===== config.mk =====
export PLATFORM = sky130hd
export DESIGN_NAME = rhlw_top
export DESIGN_NICKNAME = d
export VERILOG_FILES = /design/src/rhlw_pkg.sv /design/src/rhlw_hold_latch.sv /design/src/rhlw_reset_stretch.sv /design/src/rhlw_top.sv
export VERILOG_INCLUDE_DIRS = /design/src /design/src/src
export SDC_FILE = /design/constraint.sdc
export NUM_CORES = 1
export LEC_CHECK = 0
export BUFFER_PORTS_ARGS = -buffer_cell sky130_fd_sc_hd__buf_2
export CAP_MARGIN = 20
export CORE_ASPECT_RATIO = 2
export CORE_MARGIN = 4
export CORE_UTILIZATION = 30
export CTS_BUF_LIST = sky130_fd_sc_hd__clkbuf_2
export DETAILED_ROUTE_END_ITERATION = 7
export PLACE_DENSITY = 0.45
export SYNTH_ARGS = -nofsm -noshare
export SYNTH_HDL_FRONTEND = slang
export SYNTH_HIERARCHICAL = 1
export SYNTH_SLANG_ARGS = --single-unit

===== constraint.sdc =====
create_clock -name clk -period 3.3 [get_ports clk]
set_input_delay 0.33 -clock clk [delete_from_list [all_inputs] [get_ports clk]]
set_output_delay 0.33 -clock clk [all_outputs]
set_load 0.02 [all_outputs]

===== src/rhlw_cfg.svh =====
// Constants for the regulator hold latch and windowed watchdog block
`ifndef RHLW_CFG_SVH
`define RHLW_CFG_SVH

// Clock
`define RHLW_CLK_PERIOD_NS     8

// Reset pulse duration options in ns, nominal
`define RHLW_TRP_D0_NS         35000
`define RHLW_TRP_D1_NS         3125000
`define RHLW_TRP_D2_NS         12500000
`define RHLW_TRP_D3_NS         50000000
`define RHLW_TRP_D4_NS         200000000

// Cycle counts, rounded up to whole cycles
`define RHLW_TRP_D0_CYC        ((`RHLW_TRP_D0_NS + `RHLW_CLK_PERIOD_NS - 1) / `RHLW_CLK_PERIOD_NS)
`define RHLW_TRP_D1_CYC        ((`RHLW_TRP_D1_NS + `RHLW_CLK_PERIOD_NS - 1) / `RHLW_CLK_PERIOD_NS)
`define RHLW_TRP_D2_CYC        ((`RHLW_TRP_D2_NS + `RHLW_CLK_PERIOD_NS - 1) / `RHLW_CLK_PERIOD_NS)
`define RHLW_TRP_D3_CYC        ((`RHLW_TRP_D3_NS + `RHLW_CLK_PERIOD_NS - 1) / `RHLW_CLK_PERIOD_NS)
`define RHLW_TRP_D4_CYC        ((`RHLW_TRP_D4_NS + `RHLW_CLK_PERIOD_NS - 1) / `RHLW_CLK_PERIOD_NS)
`define RHLW_TRP_SEL_DEFAULT   2

// Window ratio shifts
`define RHLW_SHIFT_RATIO_8     5'd3
`define RHLW_SHIFT_RATIO_16    5'd4
`define RHLW_SHIFT_RATIO_64    5'd6

// Register offsets
`define RHLW_OFS_STATUS        12'h000
`define RHLW_OFS_SLOW_PERIOD   12'h004
`define RHLW_OFS_FAULT         12'h008
`define RHLW_OFS_WD_COUNT      12'h00c

// Reset values
`define RHLW_SLOW_PERIOD_RST   32'h0001_0000
`define RHLW_FAULT_RST         2'h0

// Status field positions
`define RHLW_ST_OUT_ON_BIT     0
`define RHLW_ST_RESET_BIT      1
`define RHLW_ST_LATCH_LSB      2
`define RHLW_ST_SEL_LSB        4
`define RHLW_ST_WD_DIS_BIT     6

// Fault field positions
`define RHLW_FLT_FAST_BIT      0
`define RHLW_FLT_SLOW_BIT      1

`endif


===== src/rhlw_pkg.sv =====
// Types for the regulator hold latch and windowed watchdog block
package rhlw_pkg;

  typedef enum logic [1:0] {
    rhlw_latch_initial = 2'b00,
    rhlw_latch_turn_on = 2'b01,
    rhlw_latch_hold    = 2'b10
  } rhlw_latch_t;

  typedef enum logic [1:0] {
    rhlw_ratio_8        = 2'b00,
    rhlw_ratio_16       = 2'b01,
    rhlw_ratio_disabled = 2'b10,
    rhlw_ratio_64       = 2'b11
  } rhlw_ratio_t;

endpackage


===== src/rhlw_hold_latch.sv =====
// On/off latch for the primary regulator output
`timescale 1ns/1ps
`default_nettype none

module rhlw_hold_latch (
  input  wire logic               clk,
  input  wire logic               rst,
  input  wire logic               primary_turn_on_request,
  input  wire logic               self_latch_request_n,
  output var  logic               regulator_on,
  output var  rhlw_pkg::rhlw_latch_t state
);

  rhlw_pkg::rhlw_latch_t next_state;
  logic                  next_regulator_on;

  always_comb begin
    next_state = state;
    case (state)
      rhlw_pkg::rhlw_latch_initial: begin
        if (primary_turn_on_request) begin
          next_state = rhlw_pkg::rhlw_latch_turn_on;
        end
      end
      rhlw_pkg::rhlw_latch_turn_on: begin
        if (!primary_turn_on_request) begin
          next_state = rhlw_pkg::rhlw_latch_initial;
        end else if (!self_latch_request_n) begin
          next_state = rhlw_pkg::rhlw_latch_hold;
        end
      end
      rhlw_pkg::rhlw_latch_hold: begin
        if (!primary_turn_on_request && self_latch_request_n) begin
          next_state = rhlw_pkg::rhlw_latch_initial;
        end else if (primary_turn_on_request && self_latch_request_n) begin
          next_state = rhlw_pkg::rhlw_latch_turn_on;
        end
      end
      default: begin
        next_state = rhlw_pkg::rhlw_latch_initial;
      end
    endcase
    // Output stays on in hold unless turn-on is low and self-latch is high
    next_regulator_on = (next_state != rhlw_pkg::rhlw_latch_initial);
  end

  always_ff @(posedge clk) begin
    if (rst) begin
      state        <= rhlw_pkg::rhlw_latch_initial;
      regulator_on <= 1'b0;
    end else begin
      state        <= next_state;
      regulator_on <= next_regulator_on;
    end
  end

endmodule // rhlw_hold_latch

`default_nettype wire


===== src/rhlw_reset_stretch.sv =====
// Stretches a fault trigger into an active-low reset pulse of fixed length
`timescale 1ns/1ps
`default_nettype none

module rhlw_reset_stretch #(
  parameter int unsigned CYCLES = 4375
) (
  input  wire logic clk,
  input  wire logic rst,
  input  wire logic trigger,
  output var  logic reset_n,
  output var  logic active
);

  logic [31:0] count;
  logic [31:0] next_count;
  logic        next_reset_n;
  logic        next_active;

  always_comb begin
    next_count   = count;
    next_active  = active;
    if (active) begin
      if (count == CYCLES[31:0] - 32'h0000_0001) begin
        next_active = 1'b0;
        next_count  = 32'h0000_0000;
      end else begin
        next_count = count + 32'h0000_0001;
      end
    end else if (trigger) begin
      next_active = 1'b1;
      next_count  = 32'h0000_0000;
    end
    next_reset_n = ~next_active;
  end

  always_ff @(posedge clk) begin
    if (rst) begin
      count   <= 32'h0000_0000;
      active  <= 1'b0;
      reset_n <= 1'b1;
    end else begin
      count   <= next_count;
      active  <= next_active;
      reset_n <= next_reset_n;
    end
  end

endmodule // rhlw_reset_stretch

`default_nettype wire


===== src/rhlw_top.sv =====
// Regulator hold latch, windowed watchdog and APB register slave
//
// Summary of operation
// - Turn-on request low keeps the primary output off from the initial state.
// - Turn-on request high turns the primary output on, self-latch ignored.
// - Self-latch pulled low while turn-on is high latches the output on.
// - Latched output stays on after turn-on drops, while self-latch stays low.
// - Self-latch high with turn-on low switches off and returns to initial.
// - Select 00 ratio 8, 01 ratio 16, 11 ratio 64, 10 disables watchdog.
// - Reset pulse length is a build option among five nominal durations.
// - Strobe edges too close or too far apart assert reset for its duration.
// - Strobe edges are ignored while reset is asserted.
// - Watchdog timer clears on reset and restarts only after release.
//
// The implementer's own choices: the address map and the APB interface to the registers.
`timescale 1ns/1ps
`default_nettype none
`include "rhlw_cfg.svh"

module rhlw_top #(
  parameter int unsigned RESET_TIMEOUT_SEL = `RHLW_TRP_SEL_DEFAULT,
  parameter int unsigned TRP_D0_CYCLES     = `RHLW_TRP_D0_CYC,
  parameter int unsigned TRP_D1_CYCLES     = `RHLW_TRP_D1_CYC,
  parameter int unsigned TRP_D2_CYCLES     = `RHLW_TRP_D2_CYC,
  parameter int unsigned TRP_D3_CYCLES     = `RHLW_TRP_D3_CYC,
  parameter int unsigned TRP_D4_CYCLES     = `RHLW_TRP_D4_CYC
) (
  input  wire logic        clk,
  input  wire logic        rst,
  // Regulator control pins
  input  wire logic        primary_turn_on_request,
  input  wire logic        self_latch_request_n,
  output var  logic        primary_regulator_output,
  // Watchdog pins
  input  wire logic        window_ratio_select_a,
  input  wire logic        window_ratio_select_b,
  input  wire logic        watchdog_strobe_input,
  output var  logic        supervisory_reset_n,
  // APB slave
  input  wire logic        psel,
  input  wire logic        penable,
  input  wire logic        pwrite,
  input  wire logic [11:0] paddr,
  input  wire logic [31:0] pwdata,
  output var  logic [31:0] prdata,
  output var  logic        pready,
  output var  logic        pslverr
);

  // Reset pulse length picked at build time
  localparam int unsigned RESET_PULSE_CYCLES =
    (RESET_TIMEOUT_SEL == 0) ? TRP_D0_CYCLES :
    (RESET_TIMEOUT_SEL == 1) ? TRP_D1_CYCLES :
    (RESET_TIMEOUT_SEL == 3) ? TRP_D3_CYCLES :
    (RESET_TIMEOUT_SEL == 4) ? TRP_D4_CYCLES : TRP_D2_CYCLES;

  rhlw_pkg::rhlw_latch_t latch_state;
  rhlw_pkg::rhlw_ratio_t ratio_sel;

  logic        reset_active;
  logic        wd_fault;

  logic        strobe_prev;
  logic        next_strobe_prev;
  logic [31:0] wd_count;
  logic [31:0] next_wd_count;
  logic [31:0] slow_period;
  logic [31:0] next_slow_period;
  logic [31:0] fast_period;
  logic [4:0]  ratio_shift;
  logic        wd_disabled;
  logic        wd_running;
  logic        strobe_edge;
  logic        fast_fault;
  logic        slow_fault;

  logic [1:0]  fault_flags;
  logic [1:0]  next_fault_flags;

  logic        apb_setup;
  logic        apb_access;
  logic        apb_write;
  logic        addr_ok;
  logic [31:0] read_word;
  logic [31:0] next_prdata;
  logic        next_pready;
  logic        next_pslverr;

  // Regulator on/off latch
  rhlw_hold_latch u_hold_latch (
    .clk                     (clk),
    .rst                     (rst),
    .primary_turn_on_request (primary_turn_on_request),
    .self_latch_request_n    (self_latch_request_n),
    .regulator_on            (primary_regulator_output),
    .state                   (latch_state)
  );

  // Reset pulse generator
  rhlw_reset_stretch #(
    .CYCLES (RESET_PULSE_CYCLES)
  ) u_reset_stretch (
    .clk     (clk),
    .rst     (rst),
    .trigger (wd_fault),
    .reset_n (supervisory_reset_n),
    .active  (reset_active)
  );

  // Ratio decode
  always_comb begin
    ratio_sel   = rhlw_pkg::rhlw_ratio_t'({window_ratio_select_a, window_ratio_select_b});
    wd_disabled = 1'b0;
    case (ratio_sel)
      rhlw_pkg::rhlw_ratio_8: begin
        ratio_shift = `RHLW_SHIFT_RATIO_8;
      end
      rhlw_pkg::rhlw_ratio_16: begin
        ratio_shift = `RHLW_SHIFT_RATIO_16;
      end
      rhlw_pkg::rhlw_ratio_64: begin
        ratio_shift = `RHLW_SHIFT_RATIO_64;
      end
      rhlw_pkg::rhlw_ratio_disabled: begin
        ratio_shift = `RHLW_SHIFT_RATIO_8;
        wd_disabled = 1'b1;
      end
      default: begin
        ratio_shift = `RHLW_SHIFT_RATIO_8;
      end
    endcase
    fast_period = slow_period >> ratio_shift;
  end

  // Windowed watchdog
  always_comb begin
    wd_running       = ~reset_active & ~wd_disabled;
    // Edges seen during reset are dropped
    strobe_edge      = wd_running & (watchdog_strobe_input != strobe_prev);
    fast_fault       = strobe_edge & (wd_count < fast_period);
    slow_fault       = wd_running & (wd_count > slow_period);
    wd_fault         = fast_fault | slow_fault;
    next_strobe_prev = watchdog_strobe_input;
    if (!wd_running || wd_fault) begin
      next_wd_count = 32'h0000_0000;
    end else if (strobe_edge) begin
      next_wd_count = 32'h0000_0001;
    end else begin
      next_wd_count = wd_count + 32'h0000_0001;
    end
  end

  always_ff @(posedge clk) begin
    if (rst) begin
      strobe_prev <= 1'b0;
      wd_count    <= 32'h0000_0000;
    end else begin
      strobe_prev <= next_strobe_prev;
      wd_count    <= next_wd_count;
    end
  end

  // APB decode
  always_comb begin
    apb_setup  = psel & ~penable;
    apb_access = psel & penable & pready;
    addr_ok    = (paddr == `RHLW_OFS_STATUS) | (paddr == `RHLW_OFS_SLOW_PERIOD) |
                 (paddr == `RHLW_OFS_FAULT) | (paddr == `RHLW_OFS_WD_COUNT);
    apb_write  = apb_access & pwrite & ~pslverr;
    read_word  = 32'h0000_0000;
    case (paddr)
      `RHLW_OFS_STATUS: begin
        read_word[`RHLW_ST_OUT_ON_BIT]                     = primary_regulator_output;
        read_word[`RHLW_ST_RESET_BIT]                      = reset_active;
        read_word[`RHLW_ST_LATCH_LSB + 1:`RHLW_ST_LATCH_LSB] = latch_state;
        read_word[`RHLW_ST_SEL_LSB + 1:`RHLW_ST_SEL_LSB]   = ratio_sel;
        read_word[`RHLW_ST_WD_DIS_BIT]                     = wd_disabled;
      end
      `RHLW_OFS_SLOW_PERIOD: begin
        read_word = slow_period;
      end
      `RHLW_OFS_FAULT: begin
        read_word[1:0] = fault_flags;
      end
      `RHLW_OFS_WD_COUNT: begin
        read_word = wd_count;
      end
      default: begin
        read_word = 32'h0000_0000;
      end
    endcase
    next_pready  = apb_setup;
    next_pslverr = apb_setup & ~addr_ok;
    next_prdata  = (apb_setup & ~pwrite & addr_ok) ? read_word : 32'h0000_0000;
  end

  always_ff @(posedge clk) begin
    if (rst) begin
      prdata  <= 32'h0000_0000;
      pready  <= 1'b0;
      pslverr <= 1'b0;
    end else begin
      prdata  <= next_prdata;
      pready  <= next_pready;
      pslverr <= next_pslverr;
    end
  end

  // Software registers
  always_comb begin
    next_slow_period = slow_period;
    next_fault_flags = fault_flags;
    if (apb_write && paddr == `RHLW_OFS_SLOW_PERIOD) begin
      next_slow_period = pwdata;
    end
    if (apb_write && paddr == `RHLW_OFS_FAULT) begin
      next_fault_flags = fault_flags & ~pwdata[1:0];
    end
    // A new fault wins over a clear in the same cycle
    if (fast_fault) begin
      next_fault_flags[`RHLW_FLT_FAST_BIT] = 1'b1;
    end
    if (slow_fault) begin
      next_fault_flags[`RHLW_FLT_SLOW_BIT] = 1'b1;
    end
  end

  always_ff @(posedge clk) begin
    if (rst) begin
      slow_period <= `RHLW_SLOW_PERIOD_RST;
      fault_flags <= `RHLW_FAULT_RST;
    end else begin
      slow_period <= next_slow_period;
      fault_flags <= next_fault_flags;
    end
  end

endmodule // rhlw_top

`default_nettype wire


### Word-level counts from Yosys, hierarchy flattened

Cells that the tools add are included.

* flip-flop bits (word level): 138
* input port bits: 54

* $add $sub $neg: 2
* $lt $le $gt $ge: 2
* eq/ne operators: 10
* shift operators: 1
* multiplexer cells: 21
* bitwise logic cells: 26
* reductions and logical operators: 18

Operators by type and width (number)
* 32-bit two-way mux: 3
* 32-bit by 1-bit adder with 32-bit output (second input constant): 2
* 25-bit case mux with 2 select lines: 1
* 32-bit by 21-bit equality test with 1-bit output (second input constant): 1
* 32-bit > comparator: 1
* 32-bit less-than comparator: 1
* 32-bit by 5-bit right shift with 32-bit output: 1
* 5-bit case mux with 3 select lines: 2
* 12-bit by 4-bit equality test with 1-bit output (second input constant): 2
* 1-bit bitwise AND: 12
* 12-bit by 3-bit equality test with 1-bit output (second input constant): 1
* 12-bit logical NOT: 1
* 2-bit two-way mux: 6
* 1-bit inverter: 8
* 2-bit case mux with 4 select lines: 1
* 2-bit nonzero test: 4
* 1-bit two-way mux: 7
* 2-bit equality test (second input constant): 3
* 2-bit case mux with 3 select lines: 1
* 2-bit OR reduction: 3
* 2-bit by 1-bit equality test with 1-bit output (second input constant): 2
* 1-bit logical AND: 4
* 2-bit logical NOT: 2
* 1-bit bitwise OR: 4
* 6 further kinds: 7

### Longest topological paths before layout

* depth after elaboration: 10
* mapped depth: 18

### By module

The synthesis kept the hierarchy.

Modules (own cells, without submodules)
* rhlw_top: instances 1, cells each 744, area each 6043.3 um2, sequential area each 2021.9 um2
* rhlw_reset_stretch: instances 1, cells each 222, area each 1789.2 um2, sequential area each 680.7 um2
* rhlw_hold_latch: instances 1, cells each 13, area each 130.1 um2, sequential area each 60.1 um2

### Worst setup path before layout

Ideal clock, no wire load.

* kind: input -> register
* start point: input port window_ratio_select_b
* end point: register u_reset_stretch.count[17]
* setup time: 0.128 ns
* data arrival time: 3.289 ns
* required time: 3.172 ns
* slack: -0.116 ns
* stages: 16
* buffers on the path: 4
* cells stage by stage: clkbuf_1 buf_1 o211ai_1 o21ai_0 ha_1 a2111oi_0 o2111ai_1 a221oi_1 and3_1 a31o_4 buf_6 nor2_1 clkbuf_1 nor4_1 xnor2_1 nor2_1

* word-level cells in the longest chain between the ends: 8
* elaborated cells between the ends (all ways): 16
* those cells by class: order compare: 1; eq/ne: 3; shift: 1; mux: 2; bitwise: 6; reduce/logical: 3

RTL lines
* start, declared: RTL line rhlw_top.sv:36 `input wire logic window_ratio_select_b,`
* 2-bit equality test or 2-bit logical NOT (tied branches): RTL line rhlw_top.sv:114 `case (ratio_sel)`
* 2-bit OR reduction (no source line) or 1-bit two-way mux (tied branches)
* 5-bit case mux with 3 select lines or 1-bit inverter (tied branches): RTL line rhlw_top.sv:114, rhlw_top.sv:137
* 32-bit by 5-bit right shift with 32-bit output or 1-bit bitwise AND (tied branches): RTL line rhlw_top.sv:132, rhlw_top.sv:137
* 32-bit less-than comparator or 1-bit bitwise AND (tied branches): RTL line rhlw_top.sv:140, rhlw_top.sv:139
* 1-bit bitwise AND: RTL line rhlw_top.sv:140 `fast_fault = strobe_edge & (wd_count < fast_period);`
* 1-bit bitwise OR (*): RTL line rhlw_top.sv:142 `wd_fault = fast_fault | slow_fault;`
* named net wd_fault: RTL line rhlw_top.sv:61 `logic wd_fault;`
* 2-bit nonzero test (no source line) (*)
* end signal, assigned: RTL line rhlw_reset_stretch.sv:43 `count <= next_count;`
* end, declared: RTL line rhlw_reset_stretch.sv:15 `logic [31:0] count;`

Mark *: on every way through the listed nets, which the timed path passes. The rest lies on a longest branch. The select of a mux whose other input is x is not followed.
A chain may end at the register's enable or synchronous reset.

### Final worst setup path

* start point: register slow_period[7]
* end point: register u_reset_stretch.count[14]

* word-level cells in the longest chain between the ends: 5
* elaborated cells between the ends (all ways): 7
* those cells by class: order compare: 2; shift: 1; bitwise: 3; reduce/logical: 1

RTL lines
* start, declared: RTL line rhlw_top.sv:67 `logic [31:0] slow_period;`
* start signal, assigned: RTL line rhlw_top.sv:230 `` slow_period <= `RHLW_SLOW_PERIOD_RST; ``
* start signal, assigned: RTL line rhlw_top.sv:233 `slow_period <= next_slow_period;`
* 32-bit by 5-bit right shift with 32-bit output: RTL line rhlw_top.sv:132 `fast_period = slow_period >> ratio_shift;`
* 32-bit less-than comparator: RTL line rhlw_top.sv:140
* 1-bit bitwise AND: RTL line rhlw_top.sv:140
* 1-bit bitwise OR (*): RTL line rhlw_top.sv:142
* 2-bit nonzero test (no source line) (*)

Every way passes the cells marked *; elsewhere a longest branch is shown, timed or not.

==> impl_metrics.json <==
{
  "outcome": "complete, but fails checks",
  "violations": "design-rule violations",
  "antenna_found_initial": 1,
  "fin_crit_sh_pct": 95.5,
  "final.setup.tns_ns": 0,
  "synth_compound_area_share_pct": 18.4,
  "cp_cell_sequence": "inv_1 -> o211ai_1 -> o21ai_0 -> ha_1 -> o211ai_1 -> or3_1 -> a311o_1 -> and3_4 -> a31o_4 -> or2_4 -> nor2_4 -> buf_12 -> a21o_1 -> a22o_1",
  "initial_core_util_pct": 30.3,
  "setup_viol_count_final": 0,
  "drtPass1Iterations": 8,
  "whs_path_depth": 6,
  "syn_area_per_cell_um2": 8.13,
  "final_hold_viol_count": 0,
  "p_leak_nw": 4.05,
  "core_area_um2": 26300,
  "max_slew_margin_pct": 42.7,
  "ys_types": 67,
  "cp.depth": 14,
  "cts_max_path_buffers": 2,
  "hp-class": "in -> reg",
  "r2r-start": "slow_period[7]",
  "synth_most_common_cell": "nand2_1",
  "viasPerCell": 5.08,
  "cts.sinks": 138,
  "synthesis.area_um2": 7960,
  "fillers": 2811,
  "clkTransAtPathRegs_ns": 0.21,
  "drv_slew": 0,
  "worstSetupStartpointType": "register",
  "design.die.area_um2": 29400,
  "wl_um": 28300,
  "rrSetupSlack_ns": 0.15,
  "powerDensity_nw_per_um2": 310,
  "worstSkewPairLatency_ns": 0.88,
  "synth_top_cells_by_count": "139 x nand2_1, 138 x dfxtp_1, 79 x nor2_1, 65 x ha_1, 63 x a21oi_1",
  "hold_ws_ns": 0.0843,
  "synth_fa_ha_area_share_pct": 10.2,
  "port_buffers": 89,
  "dp_cells": 1475,
  "critPathMostFrequentCell": "o211ai_1",
  "yosysSeqAreaShare_pct": 34.7,
  "grt_pass1_vias": 8181,
  "fin_skew_ns": 0.0347,
  "worst_pin_slew_ns": 0.851,
  "cp_max_fo": 7,
  "ant_nets": 0,
  "yosys.area_share.simple_pct": 26.0,
  "synth_top_family_by_area": "simple AND/OR/NAND/NOR gates",
  "syn-instance-count": 979,
  "root_buffer": "clkbuf_2",
  "synth-main-ff-cell": "dfxtp_1",
  "rsz0062_at_grt": "yes",
  "layout.nets": 1319,
  "post_drt_wl_per_cell_um": 18.1,
  "vias": 7908,
  "grt_pass1_wl_um": 43600,
  "synthMuxAreaShare_pct": 1.59,
  "rows": 84,
  "final_cell_count_no_fill": 1558,
  "cts_inserted_buffers": 17,
  "synth_area_leaders": "dfxtp_1 35%, ha_1 10%, nand2_1 6.6%, a21oi_1 4.0%, nor2_1 3.7%",
  "synth-xor-area-share_pct": 4.07,
  "ioPinCount": 90,
  "yosys_warnings": 6,
  "cp_data_arrival_time_ns": 3.99,
  "ys_ff_latch": 138,
  "min_to": "prdata[5]",
  "drt_iter0_markers": 371,
  "h-tree-depth": 4,
  "synth_largest_area_cell": "dfxtp_1",
  "fin_crit_ns": 3.15,
  "critPathTopFamily": "compound AO/OA/AOI/OAI gates",
  "hpwl_um": 21300,
  "async_flop_share_pct": 0,
  "crit_buf_inv": 2,
  "grt_max_degree": 37,
  "worst_ep_required_time_ns": 4.13,
  "drv_cap": 0,
  "worstSetupEndpointType": "register",
  "cp_slowest_stage_delay_ns": 0.51,
  "grt_usage_pct": 19.7,
  "path_class": "reg -> reg",
  "r2r-end": "u_reset_stretch/count[14]",
  "overflow": 0,
  "cts_tree": "done",
  "yosys.area.top_type_share_pct": 34.7,
  "synth-edff-count": 0,
  "dieHeight_um": 238,
  "remaining_drc_errors": 17,
  "place.gp.congestion": 0.855,
  "fp.dieW_um": 123,
  "fmax_mhz": 317,
  "critPathSlowestCell": "dfxtp_1",
  "drive_above_1_share_pct": 24.2,
  "rr_worst_depth": 14,
  "peakVddDrop_mv": 0.209,
  "syn2layout_area_growth_pct": 29.8,
  "min_from": "window_ratio_select_a"
}
-- worst max path at each step --
stage | start | slack [ns] | endpoint
2_1_floorplan | window_ratio_select_a | -0.03 | u_reset_stretch/count[17]
6_report | slow_period[7] | 0.15 | u_reset_stretch/count[14]
3_3_place_gp | window_ratio_select_b | -0.07 | u_reset_stretch/count[27]
3_5_place_dp | window_ratio_select_b | -0.06 | u_reset_stretch/count[27]
4_1_cts | slow_period[7] | 0.06 | u_reset_stretch/count[14]
5_1_grt | slow_period[18] | -0.08 | wd_count[7]
-- sequential cells by signal, summed over array words and instances (netlist names) --
| register | flops |
|---|---|
| pready | 1 |
| u_reset_stretch/count | 32 |
| wd_count | 32 |
| prdata | 32 |
| pslverr | 1 |
| u_hold_latch/state | 2 |
| strobe_prev | 1 |
| u_reset_stretch/active | 1 |
| u_hold_latch/regulator_on | 1 |
| slow_period | 32 |
| u_reset_stretch/reset_n | 1 |
| fault_flags | 2 |
-- repair_timing --
action                     in CTS  in global routing
hold buffers                   46                  0
pin swaps                       0                 14
hold endpoints to repair       49                  0
gates cloned                    0                  1
gates resized for setup         2                 32
setup buffers                   0                  4
setup endpoints to repair       2                 65
-- metal layers --
| metal | part of all wire (%) | vias up | GRT usage (%) |
|---|---|---|---|
| li1 | - | 3971 | - |
| met1 | 36 | 3797 | 19.0 |
| met2 | 60 | 112 | 40.2 |
| met3 | 2.2 | 28 | 2.73 |
| met4 | 1.9 | 0 | 7.56 |
| met5 | 0 | - | 0 |
-- worst reg2reg max path: stages, from the launching register on --
cell,delay [ns]
dfxtp_1,0.51
inv_1,0.12
o211ai_1,0.18
o21ai_0,0.12
ha_1,0.30
o211ai_1,0.08
or3_1,0.36
a311o_1,0.30
and3_4,0.19
a31o_4,0.23
or2_4,0.28
nor2_4,0.13
buf_12,0.12
a21o_1,0.08
a22o_1,0.12
-- cell usage in the layout (no fill, tap or decap), types with 4 or more instances in the layout --
cell type	netlist	final
nor3_1	21	20
or3_1	5	4
nor4_1	14	12
a21o_1	13	13
clkinv_2	0	4
clkbuf_2	1	18
or4_1	6	6
a21oi_1	63	63
o211ai_1	32	32
nor3_2	23	24
ha_1	65	65
buf_4	0	107
xnor2_1	22	22
o21ai_0	44	41
dfxtp_1	138	128
nor2b_1	7	7
nor2_1	79	77
nand4_1	29	29
a31oi_1	16	15
nand2_1	139	139
o21ai_1	1	4
dfxtp_2	0	10
dlygate4sd3_1	0	46
xor2_1	15	15
inv_1	49	47
and3_1	12	11
nand2b_1	4	4
mux2i_1	7	7
and4_1	9	9
nand3b_1	4	4
nand3_1	37	37
a22oi_1	27	27
buf_2	2	89
-- stage by stage --
stage / total power [W] / worst slack (ns) / instance area, um^2 / util [%]
finish: 0.00320 / 0.149 / 10300 / 39.3
global placement: 0.00206 / -0.0692 / 9500 / 36.1
detailed placement: 0.00207 / -0.0562 / 9500 / 36.1
global route: 0.00334 / -0.0803 / 10300 / 39.3
floorplan: 0.00192 / -0.0342 / 7980 / -
CTS: 0.00323 / 0.0589 / 10200 / 38.9
-- power breakdown --
group | switching, W | leakage, nW | internal (W) | total, W
Sequential | 0.0000162 | 1.12 | 0.00168 | 0.00170
Clock | 0.000696 | 0.150 | 0.000417 | 0.00111
Combinational | 0.000216 | 2.78 | 0.000174 | 0.000390
-- area by class of cell --
class                   instances  area (um^2)  area share [%]
clock inverters                14          155            1.50
diodes                          1         2.50          0.0242
well taps                     344          430            4.17
flip-flops and latches        138         2780            26.9
clock buffers                  18         90.1           0.872
repair buffers                248         1800            17.4
inverters                      49          184            1.78
multi-input cells             746         4890            47.3
-- cells by family after synthesis --
family,Yosys count
adder cells (fa/ha/maj),65
multiplexers,10
XOR/XNOR,37
other,1
flip-flops,138
AND/OR/NAND/NOR,404
buffers and inverters,97
AO/OA/AOI/OAI,227
Power figures use the tool's default switching activity.
